### src/rtl/gpmc_defs.svh
// Offsets, field positions, reset values and timing counts of the mode control.
`ifndef GPMC_DEFS_SVH
`define GPMC_DEFS_SVH
`define GPMC_ADR_CFG 8'h00
`define GPMC_ADR_CMD 8'h04
`define GPMC_ADR_SLEEP_CUR 8'h08
`define GPMC_ADR_HIB_CUR 8'h0C
`define GPMC_ADR_HIB_VOLT 8'h10
`define GPMC_ADR_FLASH_VOLT 8'h14
`define GPMC_ADR_WAIT 8'h18
`define GPMC_ADR_STATUS 8'h1C
`define GPMC_ADR_RST_CNT 8'h20
`define GPMC_ADR_OFFSET 8'h24
`define GPMC_CFG_SLEEP_EN 0
`define GPMC_CFG_DOZE_EN 1
`define GPMC_CFG_HIB_REQ 2
`define GPMC_CFG_HDQ_SEL 3
`define GPMC_CFG_WAKE_RANGE 4
`define GPMC_CFG_RS_LO 5
`define GPMC_CFG_RS_HI 6
`define GPMC_CFG_RESET 7'h00
`define GPMC_CMD_DOZE_ARM 8'h01
`define GPMC_CMD_RESET_FULL 8'h02
`define GPMC_CMD_RESET_PART 8'h03
`define GPMC_THR_1P0 16'h000A
`define GPMC_THR_2P2 16'h0016
`define GPMC_THR_4P6 16'h002E
`define GPMC_THR_9P8 16'h0062
`define GPMC_TEMP_LO_C 8'h05
`define GPMC_TEMP_HI_C 8'h2D
`define GPMC_CAL_CUR_MA 16'h0064
`define GPMC_CAL_DV_MV 16'h0100
`define GPMC_CAL_DT_C 8'h08
`define GPMC_ABORT_MV 16'h0020
`define GPMC_CLK_HZ 32'h00989680
`define GPMC_STRETCH_US 32'h00000FA0
`define GPMC_FREEZE_S 32'h00000003
`define GPMC_TEMP_HOLD_S 32'h0000003C
`define GPMC_STRETCH_CYC (`GPMC_STRETCH_US * (`GPMC_CLK_HZ / 32'h000F4240))
`define GPMC_FREEZE_CYC (`GPMC_FREEZE_S * `GPMC_CLK_HZ)
`define GPMC_TEMP_HOLD_CYC (`GPMC_TEMP_HOLD_S * `GPMC_CLK_HZ)
`endif

### src/rtl/gpmc_pkg.sv
// Types shared by the power mode control.
package gpmc_pkg;
	typedef enum logic [2:0] {
		ST_NORMAL,
		ST_CAL_PRE,
		ST_SLEEP,
		ST_DOZE,
		ST_HIBER
	} gpmc_state_type;
	typedef struct packed {
		logic [15:0] avg_current;
		logic [15:0] voltage;
		logic [7:0] temperature;
		logic [15:0] sense_raw;
	} gpmc_meas_type;
endpackage : gpmc_pkg

### src/rtl/gpmc_top.sv
// Power mode sequencer of the fuel gauge with its Wishbone register file.
// How it works
// - Stay in normal mode, measure and refresh data unless another mode applies.
// - Enter sleep only with sleep enabled and average current below sleep level.
// - Run an offset calibration after sleep entry qualifies, before sleeping.
// - In sleep or doze, hold comm lines low up to 4 ms on traffic.
// - Leave sleep when current exceeds sleep level or wake comparator fires.
// - From sleep with doze enabled, doze when wait timer reaches zero.
// - Traffic ends doze; doze enable clears when wait time is zero.
// - In doze, stop the fast oscillator yet keep measuring.
// - Hibernate needs valid OCV, small current, and low voltage or request.
// - Stay in hibernate until traffic addressed to this device arrives.
// - Waking from hibernate clears the hibernate request bit.
// - After hibernate, keep reporting old values for about 3 seconds.
// - Shutdown pin function only when hibernate came from low voltage.
// - Hibernate is never entered while the single-wire link is selected.
// - Reset subcommands are classified and counted; counts are readable.
// - Wake threshold follows range and select bits; zero selects disable.
// - Wake comparator flags crossings in charge and discharge directions.
// - Refuse flash updates below the flash voltage limit.
// - Subtract measured offset from raw sense voltage.
// - Skip sleep-entry calibration at or below 5 C, at or above 45 C.
// - Calibrate on small current with large voltage or lasting temperature change.
// - Hold accounting during calibration; abort on voltage drop above 32 mV.
//
// Implementation choices: the Wishbone register port and the register addresses.
`include "gpmc_defs.svh"
module gpmc_top #(
	parameter logic [31:0] STRETCH_CYCLES = `GPMC_STRETCH_CYC,
	parameter logic [31:0] FREEZE_CYCLES = `GPMC_FREEZE_CYC,
	parameter logic [31:0] TEMP_HOLD_CYCLES = `GPMC_TEMP_HOLD_CYC
)(
	input wire logic clk,
	input wire logic rstn,
	input wire logic wb_cyc_i,
	input wire logic wb_stb_i,
	input wire logic wb_we_i,
	input wire logic [7:0] wb_adr_i,
	input wire logic [3:0] wb_sel_i,
	input wire logic [31:0] wb_dat_i,
	output logic [31:0] wb_dat_o,
	output logic wb_ack_o,
	input wire gpmc_pkg::gpmc_meas_type meas,
	input wire logic meas_tick,
	input wire logic ocv_valid,
	input wire logic cal_done,
	input wire logic [15:0] offset_meas,
	input wire logic addressed_self,
	input wire logic flash_req,
	input wire logic comm_line_pin,
	output gpmc_pkg::gpmc_state_type power_state,
	output logic hf_osc_enable,
	output logic line_hold_low,
	output logic cal_run,
	output logic flash_grant,
	output logic flash_refused,
	output logic shutdown_enable_pin,
	output logic report_frozen,
	output logic data_refresh,
	output logic [15:0] current_corrected,
	output logic wake_irq
);
	function automatic logic [31:0] merge(input logic [31:0] old,
		input logic [31:0] din, input logic [3:0] sel);
		logic [31:0] r;
		r = old;
		for (int i = 0; i < 4; i++)
		begin
			if (sel[i])
			begin
				r[i*8 +: 8] = din[i*8 +: 8];
			end
		end
		return r;
	endfunction : merge

	function automatic logic [15:0] mag(input logic [15:0] v);
		return v[15] ? 16'(-v) : v;
	endfunction : mag

	logic [6:0] cfg;
	logic [15:0] sleep_cur;
	logic [15:0] hib_cur;
	logic [15:0] hib_volt;
	logic [15:0] flash_volt;
	logic [15:0] wait_time;
	logic [7:0] cnt_full;
	logic [7:0] cnt_part;
	logic [15:0] offset;
	logic [15:0] wait_cnt;
	logic [31:0] hold_cnt;
	logic [31:0] freeze_cnt;
	logic [31:0] temp_cnt;
	logic [15:0] cal_v_start;
	logic [15:0] v_ref;
	logic [7:0] t_ref;
	logic sync1;
	logic sync2;
	logic sync3;
	logic wake_prev;
	gpmc_pkg::gpmc_state_type next_state;

	// Register bus decode.
	wire bus_req = wb_cyc_i && wb_stb_i && !wb_ack_o;
	wire bus_wr = bus_req && wb_we_i;
	wire wr_cfg = bus_wr && wb_adr_i == `GPMC_ADR_CFG;
	wire wr_cmd = bus_wr && wb_adr_i == `GPMC_ADR_CMD && wb_sel_i[0];
	wire [7:0] cmd = wb_dat_i[7:0];
	wire [31:0] cfg_new = merge({25'h0000000, cfg}, wb_dat_i, wb_sel_i);
	wire arm_doze = wr_cmd && cmd == `GPMC_CMD_DOZE_ARM;
	wire [31:0] status_word = {25'h0000000, line_hold_low, report_frozen,
		shutdown_enable_pin, cal_run, power_state};
	logic [31:0] rd_word;
	always_comb
	begin
		case (wb_adr_i)
			`GPMC_ADR_CFG: rd_word = {25'h0000000, cfg};
			`GPMC_ADR_SLEEP_CUR: rd_word = {16'h0000, sleep_cur};
			`GPMC_ADR_HIB_CUR: rd_word = {16'h0000, hib_cur};
			`GPMC_ADR_HIB_VOLT: rd_word = {16'h0000, hib_volt};
			`GPMC_ADR_FLASH_VOLT: rd_word = {16'h0000, flash_volt};
			`GPMC_ADR_WAIT: rd_word = {16'h0000, wait_time};
			`GPMC_ADR_STATUS: rd_word = status_word;
			`GPMC_ADR_RST_CNT: rd_word = {16'h0000, cnt_part, cnt_full};
			`GPMC_ADR_OFFSET: rd_word = {16'h0000, offset};
			default: rd_word = 32'h00000000;
		endcase
	end

	// Measurement decode.
	wire [15:0] avg = meas.avg_current;
	wire [15:0] volt = meas.voltage;
	wire [7:0] temp = meas.temperature;
	wire sleep_ok = cfg[`GPMC_CFG_SLEEP_EN]
		&& $signed(avg) < $signed(sleep_cur);
	wire temp_ok = $signed(temp) > $signed(`GPMC_TEMP_LO_C)
		&& $signed(temp) < $signed(`GPMC_TEMP_HI_C);
	wire hib_ok = !cfg[`GPMC_CFG_HDQ_SEL] && ocv_valid
		&& mag(avg) < hib_cur;
	wire low_cell = volt < hib_volt;
	wire hib_go = hib_ok && (low_cell || cfg[`GPMC_CFG_HIB_REQ]);

	// Wake comparator threshold in units of 0.1 mV.
	logic [15:0] wake_thr;
	wire [2:0] thr_code = {cfg[`GPMC_CFG_WAKE_RANGE], cfg[`GPMC_CFG_RS_HI],
		cfg[`GPMC_CFG_RS_LO]};
	always_comb
	begin
		case (thr_code)
			3'h1: wake_thr = `GPMC_THR_1P0;
			3'h5: wake_thr = `GPMC_THR_2P2;
			3'h2: wake_thr = `GPMC_THR_2P2;
			3'h6: wake_thr = `GPMC_THR_4P6;
			3'h3: wake_thr = `GPMC_THR_4P6;
			3'h7: wake_thr = `GPMC_THR_9P8;
			default: wake_thr = 16'h0000;
		endcase
	end
	wire wake_en = cfg[`GPMC_CFG_RS_HI] || cfg[`GPMC_CFG_RS_LO];
	wire wake_beyond = wake_en
		&& mag(current_corrected) > wake_thr;
	wire wake_hit = wake_beyond && !wake_prev;
	wire sleep_exit = !sleep_ok || wake_hit;

	// Bus activity seen on the line, idle high; a falling edge is traffic.
	wire comm_edge = sync3 && !sync2;
	wire low_power = power_state == gpmc_pkg::ST_SLEEP
		|| power_state == gpmc_pkg::ST_DOZE;

	// Calibration triggers and abort.
	wire [15:0] dv = volt > v_ref ? 16'(volt - v_ref) : 16'(v_ref - volt);
	wire [7:0] dt = $signed(temp) > $signed(t_ref) ? 8'(temp - t_ref)
		: 8'(t_ref - temp);
	wire temp_moved = dt > `GPMC_CAL_DT_C;
	wire periodic_cal = $signed(avg) <= $signed(`GPMC_CAL_CUR_MA)
		&& (dv >= `GPMC_CAL_DV_MV
		|| temp_cnt >= TEMP_HOLD_CYCLES);
	wire cal_abort = cal_run
		&& volt + `GPMC_ABORT_MV < cal_v_start;
	wire cal_finish = cal_run && cal_done && !cal_abort;
	wire entry_cal = power_state == gpmc_pkg::ST_NORMAL && !hib_go
		&& sleep_ok && temp_ok;
	wire cal_start = !cal_run && (entry_cal
		|| (power_state == gpmc_pkg::ST_NORMAL && periodic_cal));
	wire doze_go = cfg[`GPMC_CFG_DOZE_EN]
		&& (wait_time == 16'h0000 || wait_cnt == 16'h0000);

	always_comb
	begin
		next_state = power_state;
		case (power_state)
			gpmc_pkg::ST_NORMAL:
			begin
				if (hib_go)
					next_state = gpmc_pkg::ST_HIBER;
				else if (sleep_ok && temp_ok)
					next_state = gpmc_pkg::ST_CAL_PRE;
				else if (sleep_ok)
					next_state = gpmc_pkg::ST_SLEEP;
				else
					next_state = gpmc_pkg::ST_NORMAL;
			end
			gpmc_pkg::ST_CAL_PRE:
			begin
				if (!sleep_ok)
					next_state = gpmc_pkg::ST_NORMAL;
				else if (cal_finish || cal_abort || !cal_run)
					next_state = gpmc_pkg::ST_SLEEP;
			end
			gpmc_pkg::ST_SLEEP:
			begin
				if (sleep_exit)
					next_state = gpmc_pkg::ST_NORMAL;
				else if (doze_go && !comm_edge)
					next_state = gpmc_pkg::ST_DOZE;
			end
			gpmc_pkg::ST_DOZE:
			begin
				if (sleep_exit)
					next_state = gpmc_pkg::ST_NORMAL;
				else if (comm_edge)
					next_state = gpmc_pkg::ST_SLEEP;
			end
			gpmc_pkg::ST_HIBER:
			begin
				if (addressed_self)
					next_state = gpmc_pkg::ST_NORMAL;
			end
			default: next_state = gpmc_pkg::ST_NORMAL;
		endcase
	end

	wire hib_wake = power_state == gpmc_pkg::ST_HIBER && addressed_self;
	wire doze_leave = power_state == gpmc_pkg::ST_DOZE && comm_edge;
	wire enter_sleep = next_state == gpmc_pkg::ST_SLEEP
		&& power_state != gpmc_pkg::ST_SLEEP;

	// Bus slave: one wait state, unmapped reads give zero.
	always_ff @(posedge clk)
	begin
		if (!rstn)
		begin
			wb_ack_o <= 1'b0;
			wb_dat_o <= 32'h00000000;
		end
		else
		begin
			wb_ack_o <= bus_req;
			wb_dat_o <= bus_req ? rd_word : 32'h00000000;
		end
	end

	// Software writes win over the hardware clears of the same cycle.
	always_ff @(posedge clk)
	begin
		if (!rstn)
			cfg <= `GPMC_CFG_RESET;
		else if (wr_cfg)
			cfg <= cfg_new[6:0];
		else if (arm_doze)
			cfg[`GPMC_CFG_DOZE_EN] <= 1'b1;
		else
		begin
			if (doze_leave && wait_time == 16'h0000)
				cfg[`GPMC_CFG_DOZE_EN] <= 1'b0;
			if (hib_wake)
				cfg[`GPMC_CFG_HIB_REQ] <= 1'b0;
		end
	end

	always_ff @(posedge clk)
	begin
		if (!rstn)
		begin
			sleep_cur <= 16'h0000;
			hib_cur <= 16'h0000;
			hib_volt <= 16'h0000;
			flash_volt <= 16'h0000;
			wait_time <= 16'h0000;
		end
		else if (bus_wr)
		begin
			case (wb_adr_i)
				`GPMC_ADR_SLEEP_CUR: sleep_cur <= 16'(merge({16'h0000,
					sleep_cur}, wb_dat_i, wb_sel_i));
				`GPMC_ADR_HIB_CUR: hib_cur <= 16'(merge({16'h0000, hib_cur},
					wb_dat_i, wb_sel_i));
				`GPMC_ADR_HIB_VOLT: hib_volt <= 16'(merge({16'h0000,
					hib_volt}, wb_dat_i, wb_sel_i));
				`GPMC_ADR_FLASH_VOLT: flash_volt <= 16'(merge({16'h0000,
					flash_volt}, wb_dat_i, wb_sel_i));
				`GPMC_ADR_WAIT: wait_time <= 16'(merge({16'h0000,
					wait_time}, wb_dat_i, wb_sel_i));
				default: sleep_cur <= sleep_cur;
			endcase
		end
	end

	// Counters saturate so that a long run of resets cannot wrap to zero.
	always_ff @(posedge clk)
	begin
		if (!rstn)
		begin
			cnt_full <= 8'h00;
			cnt_part <= 8'h00;
		end
		else if (wr_cmd && cmd == `GPMC_CMD_RESET_FULL && cnt_full != 8'hFF)
			cnt_full <= 8'(cnt_full + 8'h01);
		else if (wr_cmd && cmd == `GPMC_CMD_RESET_PART && cnt_part != 8'hFF)
			cnt_part <= 8'(cnt_part + 8'h01);
	end

	always_ff @(posedge clk)
	begin
		if (!rstn)
		begin
			sync1 <= 1'b1;
			sync2 <= 1'b1;
			sync3 <= 1'b1;
			power_state <= gpmc_pkg::ST_NORMAL;
		end
		else
		begin
			sync1 <= comm_line_pin;
			sync2 <= sync1;
			sync3 <= sync2;
			power_state <= next_state;
		end
	end

	always_ff @(posedge clk)
	begin
		if (!rstn)
			wait_cnt <= 16'h0000;
		else if (enter_sleep)
			wait_cnt <= wait_time;
		else if (power_state == gpmc_pkg::ST_SLEEP && meas_tick
			&& wait_cnt != 16'h0000)
			wait_cnt <= 16'(wait_cnt - 16'h0001);
	end

	// The stretch is bounded so the host never sees the line stuck.
	always_ff @(posedge clk)
	begin
		if (!rstn)
			hold_cnt <= 32'h00000000;
		else if (low_power && comm_edge)
			hold_cnt <= STRETCH_CYCLES;
		else if (hold_cnt != 32'h00000000)
			hold_cnt <= 32'(hold_cnt - 32'h00000001);
	end

	always_ff @(posedge clk)
	begin
		if (!rstn)
			freeze_cnt <= 32'h00000000;
		else if (hib_wake)
			freeze_cnt <= FREEZE_CYCLES;
		else if (freeze_cnt != 32'h00000000)
			freeze_cnt <= 32'(freeze_cnt - 32'h00000001);
	end

	always_ff @(posedge clk)
	begin
		if (!rstn)
			temp_cnt <= 32'h00000000;
		else if (!temp_moved || cal_finish)
			temp_cnt <= 32'h00000000;
		else if (temp_cnt < TEMP_HOLD_CYCLES)
			temp_cnt <= 32'(temp_cnt + 32'h00000001);
	end

	always_ff @(posedge clk)
	begin
		if (!rstn)
		begin
			cal_run <= 1'b0;
			cal_v_start <= 16'h0000;
			offset <= 16'h0000;
			v_ref <= 16'h0000;
			t_ref <= 8'h00;
		end
		else if (cal_start)
		begin
			cal_run <= 1'b1;
			cal_v_start <= volt;
		end
		else if (cal_abort)
			cal_run <= 1'b0;
		else if (cal_finish)
		begin
			cal_run <= 1'b0;
			offset <= offset_meas;
			v_ref <= volt;
			t_ref <= temp;
		end
	end

	always_ff @(posedge clk)
	begin
		if (!rstn)
		begin
			current_corrected <= 16'h0000;
			wake_prev <= 1'b0;
			wake_irq <= 1'b0;
			hf_osc_enable <= 1'b1;
			line_hold_low <= 1'b0;
			shutdown_enable_pin <= 1'b0;
			report_frozen <= 1'b0;
			data_refresh <= 1'b0;
			flash_grant <= 1'b0;
			flash_refused <= 1'b0;
		end
		else
		begin
			if (!cal_run)
				current_corrected <= 16'(meas.sense_raw - offset);
			wake_prev <= wake_beyond;
			wake_irq <= wake_hit;
			hf_osc_enable <= next_state != gpmc_pkg::ST_DOZE;
			line_hold_low <= (low_power && comm_edge)
				|| hold_cnt > 32'h00000001;
			if (power_state == gpmc_pkg::ST_NORMAL && hib_go)
				shutdown_enable_pin <= low_cell;
			else if (hib_wake)
				shutdown_enable_pin <= 1'b0;
			report_frozen <= hib_wake || freeze_cnt > 32'h00000001;
			data_refresh <= meas_tick && power_state != gpmc_pkg::ST_HIBER
				&& !report_frozen;
			flash_grant <= flash_req && volt >= flash_volt;
			flash_refused <= flash_req && volt < flash_volt;
		end
	end
endmodule : gpmc_top

### config.mk
export PLATFORM = sky130hd
export DESIGN_NAME = gpmc_top
export DESIGN_NICKNAME = d
export VERILOG_FILES = /design/src/rtl/gpmc_pkg.sv /design/src/rtl/gpmc_top.sv
export VERILOG_INCLUDE_DIRS = /design/src /design/src/rtl
export SDC_FILE = /design/constraint.sdc
export NUM_CORES = 1
export LEC_CHECK = 0
export ABC_AREA = 1
export CAP_MARGIN = 10
export CORE_MARGIN = 10
export CORE_UTILIZATION = 60
export CTS_CLUSTER_SIZE = 16
export DETAILED_ROUTE_END_ITERATION = 10
export DONT_BUFFER_PORTS = 1
export GPL_TIMING_DRIVEN = 0
export PLACE_DENSITY = 0.87
export SLEW_MARGIN = 20
export SYNTH_ARGS = -nofsm -noshare
export SYNTH_HDL_FRONTEND = slang
export SYNTH_SLANG_ARGS = --single-unit
### constraint.sdc
create_clock -name clk -period 9.75 [get_ports clk]
set_clock_uncertainty 0.2 [all_clocks]
set_input_delay 0.4875 -clock clk [delete_from_list [all_inputs] [get_ports clk]]
set_output_delay 0.4875 -clock clk [all_outputs]
set_load 0.01 [all_outputs]
# Word level (Yosys, flattened, before mapping)
# Index checks and enable logic that the tools add are counted.
# word_totals
regBits,336
inputBits,127
output_inout_bits,61
elab_cells,242
# classes
n_addsub,14
order_cmp,18
n_eq_ne,30
n_mux,33
bitwise,4
reduce_logical,101
# ops
cell,n
$pmux W16 S9,1
$mux W16,7
$lt A16 B16 Y1,5
$gt A32 B1 Y1 const B,2
$reduce_bool A32 Y1,2
$sub A32 B1 Y32 const B,2
$mux W25,2
$sub A16 B16 Y16,3
$logic_and A1 B1 Y1,43
$reduce_and A3 Y1,12
$add A32 B1 Y32 const B,1
$eq A8 B5 Y1 const B,4
$ge A32 B30 Y1 const B,1
$gt A16 B16 Y1,2
$logic_not A16 Y1,2
$lt A32 B30 Y1 const B,1
$neg A16 Y16,2
$pmux W7 S4,1
$mux W3,9
$add A16 B6 Y16 const B,1
$add A8 B1 Y8 const B,2
$eq A8 B2 Y1 const B,2
$eq A8 B4 Y1 const B,2
$eq A8 B6 Y1 const B,2
31 further kinds,89

# Depth between registers and ports, before layout
# logic_depth
ltp_word,13
mapped_depth,28
ltp_nobuf,26

# Least setup slack after synthesis
# No wires, ideal clock.
# synth_timing
path_kind,input -> register
startpoint,in meas[55] in the netlist's numbering
endpoint,reg wait_cnt[14]
setup_time_ns,0.132
arrival_time_ns,3.274
required_time_ns,9.418
slack_ns,6.144
path_stages,24
n_path_buf,2
path_cell_list,clkbuf_1 clkinv_1 a21oi_1 inv_1 o21ai_0 a21oi_1 xnor2_1 ha_1 nand2_1 nor4_1 nand2_1 nand2_1 nor2_1 nand2_1 nand2_1 nor2_1 nand2_1 nand3_1 nand2_2 nor2_4 buf_6 nand2_1 nand2_1 a21oi_1
# synth_between
elab_chain_cells,10
elab_cells_between_ends,21
classes_between,1 x add/sub; 2 x order compare; 1 x eq/ne; 9 x mux; 8 x reduce/logical
# synth_rtl
element,line_no,text
start: declaration,gpmc_top.sv:43,"input wire gpmc_pkg::gpmc_meas_type meas,"
$neg A16 Y16,gpmc_top.sv:78,return v[15] ? 16'(-v) : v;
$mux W16,gpmc_top.sv:78,
$lt A16 B16 Y1,gpmc_top.sv:139,&& mag(avg) < hib_cur;
$logic_and A1 B1 Y1,gpmc_top.sv:138,wire hib_ok = !cfg[`GPMC_CFG_HDQ_SEL] && ocv_valid
$logic_and A1 B1 Y1,gpmc_top.sv:141,wire hib_go = hib_ok && (low_cell || cfg[`GPMC_CFG_HIB_REQ]);
$mux W3,gpmc_top.sv:194,if (hib_go)
$pmux W3 S5 (*),gpmc_top.sv:191,case (power_state)
$eq A3 B2 Y1 (*),gpmc_top.sv:235,wire enter_sleep = next_state == gpmc_pkg::ST_SLEEP
$logic_and A1 B1 Y1 (*),gpmc_top.sv:236,&& power_state != gpmc_pkg::ST_SLEEP;
$mux W16 / $reduce_bool A2 Y1 (equally long branches),-,
end signal: assignment,gpmc_top.sv:336,wait_cnt <= wait_time;
end signal: assignment,gpmc_top.sv:339,wait_cnt <= 16'(wait_cnt - 16'h0001);
end: declaration,gpmc_top.sv:90,logic [15:0] wait_cnt;
# Every way passes the cells marked *; elsewhere a longest branch is shown, timed or not.
# A chain may end at the register's enable or synchronous reset.

# Worst setup path in the final report
# layout_timing
startpoint,in meas[55] in the netlist's numbering
endpoint,reg wait_cnt[7]
# Same word-level chain as after synthesis.

==> results by group <==
Global routing
  • Initial antenna violation count: 3
  • First-pass GRT wire length: 103000 microns
  • Global-route usage over all layers: 0.305
  • Largest net degree at the start of global routing: 14
  • GRT overflow: 0
  • Vias in the first global route: 19900

Synth
  • Netlist Area Pre-Place: about 20000 sq um
  • Synth Instances: slightly above 3000
  • Top FF cell, synth: dfxtp_1
  • Yosys reg bits: 320
  • Post-synthesis async set-or-reset flop share: 0
  • Avg Inst Size Synth: approximately 6.8 sq um
  • Post-synth EDFFs: 0
  • Synth area leaders: dfxtp_1 (31%), ha_1 (9.4%), nand2_1 (9.2%)
  • Post-synth cell types: 63
  • YS warnings: 0
  • Area leader, netlist: dfxtp_1
  • Synth top area share: 0.312
  • Sequential area share after synthesis: 0.312

Place
  • Hpwl dp: slightly above 50000 microns
  • Port bufs: 0
  • GP Congestion: approximately 1.1
  • Dpl ws: between 5 and 6 ns

Final layout
  • Nets: roughly 3400
  • Final Util: 0.684
  • Most common cell after layout, fill and taps aside: nand2_1
  • Layout cells sized above 1: 0.0515
  • Area Overhead vs Synth: 12.1%
  • Most frequent cells in the layout: nand2_1 (503), inv_1 (476), a21oi_1 (329), dfxtp_1 (320), nor2_1 (314)

Critical path
  • Crit path required time: roughly 10 ns
  • CP Capture Point: wait_cnt[7]$_SDFFE_PN0P_
  • Setup CP Type: primary input to register
  • CP max FO: 10
  • Worst Reg2Reg Path Length in Cells: 26
  • Crit start category: primary input
  • FF-to-FF Start: current_corrected[15]$_SDFFE_PN0N_
  • CP endpoint kind: register
  • Register-to-register setup slack: a little under 6 ns
  • Arr. time, crit path: roughly 4.2 ns
  • CP startpoint: meas[55]
  • R2R Path End: wait_cnt[13]$_SDFFE_PN0P_

Timing
  • Final hold vios: 0
  • Final setup violation count: 0
  • Unrepaired setup endpoints after global routing: false
  • Tcrit/Tclk final: 0.407
  • Final worst setup slack: 5.79 ns
  • Setup TNS: 0 ns
  • Worst-Margin Slew: around 0.90 ns
  • FMAX: around 250 MHz
  • Min Tclk post-route: 3.96 ns
  • Fin. max-slew vios: 0
  • Worst relative slew slack: 0.396

CTS
  • CTS tree: built
  • Clk sink count: 320
  • Worst skew pair latency: ~0.56 ns
  • Longest Clk Path Bufs: 3
  • CTS Root Cell: clkbuf_16
  • CTS buffer count: 36
  • Clock transition at path regs: 0.06 ns
  • H-tree Lvls: 2
  • Post-CTS Resized: 0

Detailed routing
  • Detailed-route via count: about 21000
  • Vias/cell: around 5.8
  • Wire length per cell: between 15 and 20 microns
  • Detailed Route Iter0 Violations: 2189
  • Post-route ant nets: 0
  • DRC Markers: 0
  • WL final: between 60000 and 70000 microns
  • Detailed Routing Iterations Pass 1: 8

Floorplan
  • Height of the die: just over 200 microns
  • Die Area: between 40000 and 50000 sq um
  • I/O pins: 188
  • CORE AREA: approximately 34000 sq um
  • Row count: 67
  • Starting Density: 0.610
  • Die width: between 200 and 250 microns

Status
  • Run status: finished, final reports clean

Flow run
  • MaxCap Viol Count: 0

Pwr
  • VDD IR max: ~0.21 mV
  • Final Total Pwr: 4.49 mW
  • Static Leak: ~10 nW
  • Power Density: between 150 and 200 nW/um^2

Hold path
  • Min-delay worst type: primary input to register
## sequential cells by signal, indices dropped and copies added, names as in the netlist, 3 cells and up
| register | flops |
|---|---|
| cnt_part | 8 |
| hib_volt | 16 |
| wait_cnt | 16 |
| power_state | 3 |
| cfg | 7 |
| t_ref | 8 |
| wb_dat_o | 16 |
| temp_cnt | 32 |
| sleep_cur | 16 |
| freeze_cnt | 32 |
| cnt_full | 8 |
| flash_volt | 16 |
| v_ref | 16 |
| current_corrected | 16 |
| hold_cnt | 32 |
| wait_time | 16 |
| cal_v_start | 16 |
| offset | 16 |
| hib_cur | 16 |
## what timing repair did
item / CTS / global route
buffers inserted: 0 / 0
hold buffers: 61 / 0
endpoints found under the hold margin: 93 / 0
## cell type report
type	count	area (sq um)
Sequential cell	320	6410
Multi-Input combinational cell	2133	11900
Fill cell	2859	10700
Tap cell	448	561
Clock inverter	13	181
Inverter	486	1830
Timing Repair Buffer	61	611
Clock buffer	50	1070
Antenna cell	4	10.0
Buffer	101	509
## power by group
group	switching [mW]	leakage [nW]	internal, mW
clock network	0.581	0.612	0.871
registers	0.138	2.60	1.46
logic	0.927	6.74	0.510
## synth_stat cells (7+ instances only)
cell and n:
nand2_1 503, a21o_1 7, nor2_1 314, nand3_1 126, xor2_1 76, inv_1 476
clkbuf_1 60, or2_2 12, nor3_1 77, a21oi_1 329, nor2_4 7, dfxtp_1 320
a211oi_1 9, nand2_2 11, buf_2 13, nor2_2 12, o22ai_1 38, a31oi_1 17
o21bai_1 27, ha_1 155, o21ai_0 227, nand4_1 36, nor4_1 24, a221oi_1 11
xnor2_1 27, buf_4 18, nand3b_1 9
## critical path: stages
cell	delay, ns
clkbuf_1	0.33
clkinv_1	0.38
a21oi_1	0.30
inv_1	0.08
o21ai_0	0.13
a21oi_1	0.10
xnor2_1	0.21
ha_1	0.26
nand2_1	0.10
o21ai_0	0.10
a21oi_1	0.15
nand2_1	0.10
nor2_1	0.15
nand2_1	0.11
nand2_1	0.08
nor2_1	0.06
a21oi_1	0.26
nand2_2	0.20
nor2_4	0.23
buf_6	0.16
nand2_1	0.07
nand2_1	0.07
a21oi_1	0.06
## cell families (layout without fill, tap and decap cells)
family,count (synthesis),after routing,share of synthesized area
and+or+nand+nor,1155,1155,0.247
AOI/OAI and AO/OA,701,701,0.186
buffers and inverters,587,711,0.114
DFF,320,320,0.312
adders and majority gates,158,158,0.0973
xor gates and xnor gates,103,103,0.0439
other,1,20,0.000182
## metal layers
metal / vias to the layer above / global-route usage / wire length (microns) / part of all wire
li1: 10100 / - / - / -
met1: 9670 / 0.374 / 26500 / 0.40
met2: 1040 / 0.502 / 30500 / 0.46
met3: 197 / 0.0701 / 6780 / 0.10
met4: 6 / 0.132 / 2750 / 0.041
met5: - / 0.0119 / 89 / 0.0013
## worst min path at each step
| stage | start | to | slack [ns] | cells after the start |
|---|---|---|---|---|
| after global placement | sync1$_SDFF_PN1_ | sync2$_SDFF_PN1_ | 0.20 | 1 |
| after floorplan | sync2$_SDFF_PN1_ | sync3$_SDFF_PN1_ | 0.19 | 2 |
| after global routing | wb_dat_i[1] | cfg[1]$_SDFFE_PN0P_ | 0.04 | 3 |
| after detailed placement | sync1$_SDFF_PN1_ | sync2$_SDFF_PN1_ | 0.20 | 1 |
| after CTS | wb_dat_i[1] | cfg[1]$_SDFFE_PN0P_ | 0.006 | 3 |
| final | meas[30] | cal_v_start[6]$_SDFFE_PN0P_ | 0.02 | 4 |
## per-stage QoR
step	cell area (sq um)	hold slack (ns)	cells
global placement	21200	0.205	3488
global route	23000	0.0395	3612
floorplan	20600	0.192	3040
CTS	23000	0.00640	3612
detailed placement	21200	0.205	3488
finish	23000	0.0237	3616
Power figures use the tool's default switching activity.
